[config.mk]
export PLATFORM = sky130hd
export DESIGN_NAME = ifp_flag_ctrl
export DESIGN_NICKNAME = d
export VERILOG_FILES = /design/src/ifp_pkg.sv /design/src/ifp_flag_cell.sv /design/src/ifp_flag_ctrl.sv
export SDC_FILE = /design/constraint.sdc
export NUM_CORES = 1
export LEC_CHECK = 0
export CORE_ASPECT_RATIO = 1.5
export CORE_MARGIN = 1
export CORE_UTILIZATION = 55
export DETAILED_ROUTE_END_ITERATION = 7
export DONT_BUFFER_PORTS = 1
export PLACE_DENSITY = 0.81
export SLEW_MARGIN = 20
export SYNTH_ARGS = -nofsm -noshare
export SYNTH_HDL_FRONTEND = slang
export SYNTH_SLANG_ARGS = --single-unit
[constraint.sdc]
create_clock -name clk_i -period 2.95 [get_ports clk_i]
set_clock_uncertainty 0.1 [all_clocks]
set_input_delay 0 -clock clk_i [delete_from_list [all_inputs] [get_ports clk_i]]
set_output_delay 0 -clock clk_i [all_outputs]
set_load 0.02 [all_outputs]
[src/ifp_pkg.sv]
// constants and types shared by the interlock flag pin logic
package ifp_pkg;

	localparam int IFP_ADDR_W = 4;
	localparam int IFP_DATA_W = 32;
	localparam int IFP_STORE_ADDR_W = 24;
	localparam int IFP_FLAG_N = 2;

	// register offsets
	localparam logic [IFP_ADDR_W-1:0] IFP_OFS_FLAG_CTRL = 4'h0;
	localparam logic [IFP_ADDR_W-1:0] IFP_OFS_ILK_STAT = 4'h4;

	// flag_io_control field positions
	localparam int IFP_BIT_DIR0 = 1;
	localparam int IFP_BIT_OUT0 = 2;
	localparam int IFP_BIT_IN0 = 3;
	localparam int IFP_BIT_DIR1 = 5;
	localparam int IFP_BIT_OUT1 = 6;
	localparam int IFP_BIT_IN1 = 7;

	// interlock status field positions
	localparam int IFP_BIT_BUSY = 0;
	localparam int IFP_BIT_PEND = 1;
	localparam int IFP_BIT_FLAG1 = 2;

	// values after reset
	localparam logic [IFP_FLAG_N-1:0] IFP_DIR_RST = 2'h0;
	localparam logic [IFP_FLAG_N-1:0] IFP_OUT_RST = 2'h0;
	localparam logic [IFP_FLAG_N-1:0] IFP_IN_RST = 2'h0;
	localparam logic [IFP_STORE_ADDR_W-1:0] IFP_ADDR_RST = 24'h000000;
	localparam logic [IFP_DATA_W-1:0] IFP_RDATA_RST = 32'h00000000;

	// interlock direction: pin zero driven, pin one sensed
	localparam logic [IFP_FLAG_N-1:0] IFP_ILK_DIR = 2'h1;

	// cycles from a register bit change to the pin following it
	localparam int IFP_PIN_LAG_CYC = 1;

	typedef enum logic [2:0] {
		IFP_ST_IDLE = 3'b001,
		IFP_ST_SIG_LOW = 3'b010,
		IFP_ST_SIG_HIGH = 3'b100
	} ifp_seq_e;

endpackage

[src/ifp_flag_cell.sv]
// one flag pin: registered drive, reset-released enable, two-stage input sampler
`timescale 1ns/100ps
`default_nettype none

module ifp_flag_cell (
	input wire logic clk_i,
	input wire logic sys_rst_i,
	input wire logic pin_i,
	input wire logic drive_en_i,
	input wire logic drive_val_i,
	output logic pin_o,
	output logic pin_oe_o,
	output logic level_o
);
	import ifp_pkg::*;

	logic drv_en;
	logic drv_val;
	logic sync_a;
	logic sync_b;
	logic next_drv_en;
	logic next_drv_val;
	logic next_sync_a;
	logic next_sync_b;

	always_comb begin
		next_drv_en = drive_en_i;
		next_drv_val = drive_val_i;
		next_sync_a = pin_i;
		next_sync_b = sync_a;
	end

	always_ff @(posedge clk_i) begin
		if (sys_rst_i) begin
			drv_en <= 1'b0;
			drv_val <= 1'b0;
			sync_a <= 1'b0;
			sync_b <= 1'b0;
		end else begin
			drv_en <= next_drv_en;
			drv_val <= next_drv_val;
			sync_a <= next_sync_a;
			sync_b <= next_sync_b;
		end
	end

	// reset floats the pin at once, without waiting for an edge
	assign pin_oe_o = drv_en & ~sys_rst_i;
	assign pin_o = drv_val;
	assign level_o = sync_b;

endmodule
`default_nettype wire

[src/ifp_flag_ctrl.sv]
// interlock flag pin controller: control register, interlocked sequences, pins
`timescale 1ns/100ps
`default_nettype none

module ifp_flag_ctrl (
	input wire logic clk_i,
	input wire logic sys_rst_i,
	input wire logic [ifp_pkg::IFP_ADDR_W-1:0] reg_addr_i,
	input wire logic [ifp_pkg::IFP_DATA_W-1:0] reg_wdata_i,
	input wire logic reg_we_i,
	input wire logic reg_re_i,
	output logic [ifp_pkg::IFP_DATA_W-1:0] reg_rdata_o,
	input wire logic ilk_load_i,
	input wire logic ilk_store_i,
	input wire logic ilk_signal_i,
	input wire logic store_stall_i,
	input wire logic [ifp_pkg::IFP_STORE_ADDR_W-1:0] store_addr_i,
	output logic [ifp_pkg::IFP_STORE_ADDR_W-1:0] store_addr_o,
	output logic store_addr_valid_o,
	output logic ilk_done_o,
	output logic ilk_flag1_o,
	input wire logic [ifp_pkg::IFP_FLAG_N-1:0] flag_pin_n_i,
	output logic [ifp_pkg::IFP_FLAG_N-1:0] flag_pin_n_o,
	output logic [ifp_pkg::IFP_FLAG_N-1:0] flag_pin_n_oe_o
);
	import ifp_pkg::*;

	logic [IFP_FLAG_N-1:0] flag_direction_select;
	logic [IFP_FLAG_N-1:0] flag_output_value;
	logic [IFP_FLAG_N-1:0] flag_input_value;
	logic [IFP_FLAG_N-1:0] next_direction;
	logic [IFP_FLAG_N-1:0] next_output;
	logic [IFP_FLAG_N-1:0] next_input;
	logic [IFP_FLAG_N-1:0] pin_level;

	ifp_seq_e seq;
	ifp_seq_e next_seq;
	logic done;
	logic next_done;
	logic flag1;
	logic next_flag1;

	logic store_pend;
	logic next_store_pend;
	logic [IFP_STORE_ADDR_W-1:0] pend_addr;
	logic [IFP_STORE_ADDR_W-1:0] next_pend_addr;
	logic [IFP_STORE_ADDR_W-1:0] addr_out;
	logic [IFP_STORE_ADDR_W-1:0] next_addr_out;
	logic addr_valid;
	logic next_addr_valid;

	logic [IFP_DATA_W-1:0] rdata;
	logic [IFP_DATA_W-1:0] next_rdata;

	logic idle;
	logic take_load;
	logic take_store;
	logic take_signal;
	logic ctrl_wr;
	logic store_req;

	function automatic logic [IFP_DATA_W-1:0] ctrl_image(
		input logic [IFP_FLAG_N-1:0] dir_v,
		input logic [IFP_FLAG_N-1:0] out_v,
		input logic [IFP_FLAG_N-1:0] in_v
	);
		logic [IFP_DATA_W-1:0] img;
		img = '0;
		img[IFP_BIT_DIR0] = dir_v[0];
		img[IFP_BIT_OUT0] = out_v[0];
		img[IFP_BIT_IN0] = in_v[0];
		img[IFP_BIT_DIR1] = dir_v[1];
		img[IFP_BIT_OUT1] = out_v[1];
		img[IFP_BIT_IN1] = in_v[1];
		return img;
	endfunction

	// one load, store or signal at a time; load wins over store, store over signal
	assign idle = (seq == IFP_ST_IDLE);
	assign take_load = idle & ilk_load_i;
	assign take_store = idle & ilk_store_i & ~ilk_load_i;
	assign take_signal = idle & ilk_signal_i & ~ilk_load_i & ~ilk_store_i;
	assign ctrl_wr = reg_we_i & (reg_addr_i == IFP_OFS_FLAG_CTRL);
	assign store_req = take_store | store_pend;

	genvar gi;
	generate
		for (gi = 0; gi < IFP_FLAG_N; gi++) begin : g_pin
			ifp_flag_cell u_cell (
				.clk_i(clk_i),
				.sys_rst_i(sys_rst_i),
				.pin_i(flag_pin_n_i[gi]),
				.drive_en_i(flag_direction_select[gi]),
				.drive_val_i(flag_output_value[gi]),
				.pin_o(flag_pin_n_o[gi]),
				.pin_oe_o(flag_pin_n_oe_o[gi]),
				.level_o(pin_level[gi])
			);
		end
	endgenerate

	// control register; an interlocked instruction overrides the direction bits and output bit zero of a write in the same cycle
	always_comb begin
		next_direction = flag_direction_select;
		next_output = flag_output_value;
		next_input = flag_input_value;
		if (ctrl_wr) begin
			next_direction[0] = reg_wdata_i[IFP_BIT_DIR0];
			next_direction[1] = reg_wdata_i[IFP_BIT_DIR1];
			next_output[0] = reg_wdata_i[IFP_BIT_OUT0];
			next_output[1] = reg_wdata_i[IFP_BIT_OUT1];
		end
		for (int i = 0; i < IFP_FLAG_N; i++) begin
			// while driven, the input bit keeps the last level seen as input
			if (!flag_direction_select[i]) begin
				next_input[i] = pin_level[i];
			end
		end
		if (take_load) begin
			next_direction = IFP_ILK_DIR;
			next_output[0] = 1'b0;
		end else if (take_store) begin
			next_direction = IFP_ILK_DIR;
			next_output[0] = 1'b1;
		end else if (take_signal) begin
			next_direction = IFP_ILK_DIR;
			next_output[0] = 1'b0;
		end else if (seq == IFP_ST_SIG_LOW) begin
			next_output[0] = 1'b1;
		end
	end

	always_ff @(posedge clk_i) begin
		// reset is a plain sampled level, so any cycle of assertion is caught
		if (sys_rst_i) begin
			flag_direction_select <= IFP_DIR_RST;
			flag_output_value <= IFP_OUT_RST;
			flag_input_value <= IFP_IN_RST;
		end else begin
			flag_direction_select <= next_direction;
			flag_output_value <= next_output;
			flag_input_value <= next_input;
		end
	end

	// interlocked sequence: load and signal report the sampled flag one
	always_comb begin
		next_seq = seq;
		next_done = 1'b0;
		next_flag1 = flag1;
		unique case (seq)
			IFP_ST_IDLE: begin
				if (take_signal) begin
					next_seq = IFP_ST_SIG_LOW;
				end
				if (take_load) begin
					next_done = 1'b1;
					next_flag1 = pin_level[1];
				end
			end
			IFP_ST_SIG_LOW: begin
				next_seq = IFP_ST_SIG_HIGH;
			end
			IFP_ST_SIG_HIGH: begin
				next_seq = IFP_ST_IDLE;
				next_done = 1'b1;
				next_flag1 = pin_level[1];
			end
		endcase
	end

	always_ff @(posedge clk_i) begin
		if (sys_rst_i) begin
			seq <= IFP_ST_IDLE;
			done <= 1'b0;
			flag1 <= 1'b0;
		end else begin
			seq <= next_seq;
			done <= next_done;
			flag1 <= next_flag1;
		end
	end

	// store address: out at execute, held back while the pipeline stalls it
	always_comb begin
		next_store_pend = store_req & store_stall_i;
		next_addr_valid = store_req & ~store_stall_i;
		next_pend_addr = pend_addr;
		next_addr_out = addr_out;
		if (take_store) begin
			next_pend_addr = store_addr_i;
		end
		if (next_addr_valid) begin
			next_addr_out = take_store ? store_addr_i : pend_addr;
		end
	end

	always_ff @(posedge clk_i) begin
		if (sys_rst_i) begin
			store_pend <= 1'b0;
			pend_addr <= IFP_ADDR_RST;
			addr_out <= IFP_ADDR_RST;
			addr_valid <= 1'b0;
		end else begin
			store_pend <= next_store_pend;
			pend_addr <= next_pend_addr;
			addr_out <= next_addr_out;
			addr_valid <= next_addr_valid;
		end
	end

	// read port: data valid only in the cycle after the strobe, zero otherwise
	always_comb begin
		next_rdata = IFP_RDATA_RST;
		if (reg_re_i) begin
			if (reg_addr_i == IFP_OFS_FLAG_CTRL) begin
				next_rdata = ctrl_image(flag_direction_select, flag_output_value, flag_input_value);
			end else if (reg_addr_i == IFP_OFS_ILK_STAT) begin
				next_rdata[IFP_BIT_BUSY] = ~idle;
				next_rdata[IFP_BIT_PEND] = store_pend;
				next_rdata[IFP_BIT_FLAG1] = flag1;
			end
		end
	end

	always_ff @(posedge clk_i) begin
		if (sys_rst_i) begin
			rdata <= IFP_RDATA_RST;
		end else begin
			rdata <= next_rdata;
		end
	end

	assign reg_rdata_o = rdata;
	assign store_addr_o = addr_out;
	assign store_addr_valid_o = addr_valid;
	assign ilk_done_o = done;
	assign ilk_flag1_o = flag1;

	// checks on the pins and the interlocked sequences

	property p_load_low;
		@(posedge clk_i) disable iff (sys_rst_i)
		take_load |-> ##2 (flag_pin_n_o[0] == 1'b0 && flag_pin_n_oe_o[0] && !flag_pin_n_oe_o[1]);
	endproperty
	a_load_low: assert property (p_load_low) else $error("load did not drive flag zero low");

	property p_load_flag1;
		@(posedge clk_i) disable iff (sys_rst_i)
		take_load |=> (ilk_done_o && ilk_flag1_o == $past(pin_level[1]));
	endproperty
	a_load_flag1: assert property (p_load_flag1) else $error("load did not report flag one");

	property p_store_high;
		@(posedge clk_i) disable iff (sys_rst_i)
		take_store |-> ##2 (flag_pin_n_o[0] && flag_pin_n_oe_o[0]);
	endproperty
	a_store_high: assert property (p_store_high) else $error("store did not raise flag zero");

	property p_store_addr;
		@(posedge clk_i) disable iff (sys_rst_i)
		store_req |=> (store_addr_valid_o == !$past(store_stall_i) && store_pend == $past(store_stall_i));
	endproperty
	a_store_addr: assert property (p_store_addr) else $error("store address timing wrong");

	property p_sig_pulse;
		@(posedge clk_i) disable iff (sys_rst_i)
		take_signal |-> ##2 !flag_pin_n_o[0] ##1 (flag_pin_n_o[0] && ilk_done_o);
	endproperty
	a_sig_pulse: assert property (p_sig_pulse) else $error("signal pulse on flag zero wrong");

	property p_out_follow;
		@(posedge clk_i) disable iff (sys_rst_i)
		flag_pin_n_o == $past(flag_output_value, IFP_PIN_LAG_CYC);
	endproperty
	a_out_follow: assert property (p_out_follow) else $error("flag pin does not follow output bit");

	property p_dir_follow;
		@(posedge clk_i) disable iff (sys_rst_i)
		flag_pin_n_oe_o == $past(flag_direction_select, IFP_PIN_LAG_CYC);
	endproperty
	a_dir_follow: assert property (p_dir_follow) else $error("pin enable does not follow direction");

	property p_in_capture;
		@(posedge clk_i) disable iff (sys_rst_i)
		!flag_direction_select[1] |=> flag_input_value[1] == $past(pin_level[1]);
	endproperty
	a_in_capture: assert property (p_in_capture) else $error("input bit missed sampled level");

	property p_release;
		@(posedge clk_i) disable iff (sys_rst_i)
		$fell(flag_direction_select[0]) |=> !flag_pin_n_oe_o[0] ##1 flag_input_value[0] == $past(pin_level[0]);
	endproperty
	a_release: assert property (p_release) else $error("pin not released on input select");

	property p_engage;
		@(posedge clk_i) disable iff (sys_rst_i)
		$rose(flag_direction_select[0]) |-> !flag_pin_n_oe_o[0] ##1 flag_pin_n_oe_o[0];
	endproperty
	a_engage: assert property (p_engage) else $error("pin not driven after output select");

	property p_rst_float;
		@(posedge clk_i)
		sys_rst_i |-> flag_pin_n_oe_o == 2'h0;
	endproperty
	a_rst_float: assert property (p_rst_float) else $error("flag pins driven during reset");

	property p_rst_defaults;
		@(posedge clk_i)
		$past(sys_rst_i) |-> (flag_direction_select == IFP_DIR_RST && flag_output_value == IFP_OUT_RST
			&& seq == IFP_ST_IDLE);
	endproperty
	a_rst_defaults: assert property (p_rst_defaults) else $error("state not cleared by reset");

	property p_in_hold;
		@(posedge clk_i) disable iff (sys_rst_i)
		flag_direction_select[0] |=> flag_input_value[0] == $past(flag_input_value[0]);
	endproperty
	a_in_hold: assert property (p_in_hold) else $error("input bit changed while pin driven");

	property p_sig_step;
		@(posedge clk_i) disable iff (sys_rst_i)
		(seq == IFP_ST_SIG_LOW) |=> (seq == IFP_ST_SIG_HIGH && flag_output_value[0]);
	endproperty
	a_sig_step: assert property (p_sig_step) else $error("signal sequence did not raise flag zero");

endmodule
`default_nettype wire

==> results.sh <==
export IMPL_drc=0
export IMPL_coreArea_um2=5910
export IMPL_final_common_cell="dfxtp_1"
export IMPL_antenna_found_initial=0
export IMPL_hp_class="primary input to flip-flop"
export IMPL_multi_input_area_um2=1540
export IMPL_regArea_um2=1520
export IMPL_synthCells=389
export IMPL_cts_sinks=76
export IMPL_cts_tree="done"
export IMPL_worstMarginPinSlew_ns=1.01
export IMPL_grt_max_degree=72
export IMPL_insertion_delay_ns=0.35
export IMPL_grt_pass1_vias=2508
export IMPL_postSynthAreaPerCell_um2=8.85
export IMPL_hpwl_mm=4.30
export IMPL_clockBufferDepth=2
export IMPL_yosysTopAreaCell="dfxtp_1"
export IMPL_io_pins=133
export IMPL_finalHoldViolCount=0
export IMPL_cpPeakStageDelay_ns=0.65
export IMPL_worstHoldStart="ilk_signal_i"
export IMPL_htree_levels=3
export IMPL_die_area_um2=6580
export IMPL_critPathBufInv=1
export IMPL_cp_cell_sequence="or3b_1 > or2_4 > a311oi_2 > dlygate4sd3_1"
export IMPL_slew_headroom_pct=32.7
export IMPL_synth_area_leaders="dfxtp_1 (44%), a221oi_2 (8.7%), nor2b_1 (6.4%)"
export IMPL_crit_path_start_kind="flip-flop"
export IMPL_cp_startpoint="seq[0]"
export IMPL_place_area_um2=3280
export IMPL_die_h_um=98.9
export IMPL_setup_slack_ns=0.337
export IMPL_initial_core_util_pct=58.2
export IMPL_clk_pin_slew_ns=0.08
export IMPL_wirelength_mm=7.39
export IMPL_final_area_um2=3920
export IMPL_power_density_nw_per_um2=567
export IMPL_fin_crit_ns=2.61
export IMPL_grt_pass1_wl_mm=11.7
export IMPL_critPathCaptureType="flip-flop"
export IMPL_ys_seq_elements=76
export IMPL_slew_violations=0
export IMPL_required_ns=3.14
export IMPL_outcome="completed"
export IMPL_drive_gt1_share_pct=10.9
export IMPL_crit_slowest_cell="or3b_1"
export IMPL_worstSetupPathType="flip-flop to flip-flop"
export IMPL_final_util_pct=66.3
export IMPL_rows=34
export IMPL_cts_buffers=9
export IMPL_p_leak_nw=1.47
export IMPL_synth_area_um2=3440
export IMPL_synth_top_area_share_pct=44.2
export IMPL_root_buffer="clkbuf_8"
export IMPL_yosysSeqAreaShare_pct=44.2
export IMPL_globalRouteOverflowTotal=0
export IMPL_whs_ns=0.0215
export IMPL_timing_rr_start="seq[0]"
export IMPL_nFillCells=467
export IMPL_layout_common_cells="dfxtp_1 (76), nand2_1 (50), dlygate4sd3_1 (43)"
export IMPL_nNetsFinal=486
export IMPL_portBuffers=0
export IMPL_diodes=0
export IMPL_report_power_total_mw=2.22
export IMPL_finalCritPeriodShare_pct=88.6
export IMPL_wl_per_cell_um=15.0
export IMPL_die_x_um=66.6
export IMPL_crit_arrival_ns=2.80
export IMPL_routabilityCongestion=0.719
export IMPL_area_growth_pct=14.0
export IMPL_setup_viol=0
export IMPL_irDropWorstVdd_uv=415
export IMPL_drt_iter0_markers=133
export IMPL_drv_cap=0
export IMPL_grt_usage_pct=23.5
export IMPL_num_vias=2629
export IMPL_crit_family="simple AND/OR/NAND/NOR gates"
export IMPL_yosysUniqueCellTypes=31
export IMPL_timing_fmax_mhz=383
export IMPL_dp_cells=433
export IMPL_fin_setup_tns_ns=0
export IMPL_routed_via_density=5.33
export IMPL_postCtsSetupBuffers=0
export IMPL_cp_max_fo=49
export IMPL_yosysWarningCount=0
export IMPL_antenna_left=0
export IMPL_final_cells=493
export IMPL_dr_pass1_iters=4
export IMPL_rsz0062_at_grt="false"
export IMPL_dp_slack_ns=0.481
repair_timing:
action | 4_1_cts | 5_1_grt
resized for setup | 0 | 0
hold buffers | 44 | 0
hold endpoints to repair | 78 | 0
report_power, final:
part	switching (mW)	total [mW]	internal [mW]	leakage [nW]
clock network	0.413	0.730	0.317	0.0868
logic	0.207	0.340	0.133	0.762
registers	0.0695	1.15	1.08	0.619
metal layers:
metal / GRT usage [%] / up-vias / wire length, um / share of wire (%)
li1: - / 1314 / - / -
met1: 27.7 / 1214 / 2880 / 39
met2: 38.4 / 87 / 3950 / 53
met3: 7.29 / 14 / 407 / 5.5
met4: 10.5 / 0 / 154 / 2.1
met5: 0 / - / 0 / 0
logic make-up after synthesis:
family	after synthesis	synth area share (%)
and+or+nand+nor	117	17.3
AOI/OAI and AO/OA	104	22.1
buffers and inverters	82	13.6
DFF	76	44.2
muxes	9	2.62
other	1	0.109
sequential cells by signal, summed over array words and instances (netlist names):
signal / cells
store_addr_valid_o: 1
seq: 3
reg_rdata_o: 7
flag_direction_select: 2
store_addr_o: 24
g_pin.u_cell.level_o: 2
flag_input_value: 2
ilk_flag1_o: 1
g_pin.u_cell.pin_o: 2
flag_output_value: 2
g_pin.u_cell.next_sync_b: 2
g_pin.u_cell.drv_en: 2
ilk_done_o: 1
store_pend: 1
pend_addr: 24
cell usage after synthesis, drive strengths merged:
cell type / instances
nor3b: 2
and2: 4
dfxtp: 76
clkbuf: 16
a311oi: 1
nor3: 4
a221oi: 24
or3b: 1
nor2: 13
conb: 1
nor2b: 35
nand2b: 3
nand2: 50
a21oi: 28
o21ai: 49
nand3b: 3
buf: 40
o21bai: 1
clkinv: 1
mux2i: 9
or2: 2
inv: 25
o21a: 1
path summary, 6_finish.rpt:
path | cells past startpoint | slack [ns] | endpoint
max | 4 | 0.34 | flag_output_value[0]
min | 3 | 0.02 | seq[0]
max reg2reg | 4 | 0.34 | flag_output_value[0]
min reg2reg | 1 | 0.35 | g_pin[1].u_cell.level_o
layout make-up:
cell class | instances | area share, %
inverter | 26 | 2.49
timing repair buffer | 48 | 12.4
multi-input combinational | 255 | 39.3
sequential | 76 | 38.8
clock inverter | 7 | 1.50
clock buffer | 9 | 3.16
tap | 72 | 2.30
worst register-to-register path: cells and delay by family, from the launching register on:
kind	cells	cell delay [ns]
AO/OA/AOI/OAI	1	0.30
buffers and inverters	1	0.58
flip-flops	1	0.38
AND/OR/NAND/NOR	2	1.19
Power figures use the tool's default switching activity.
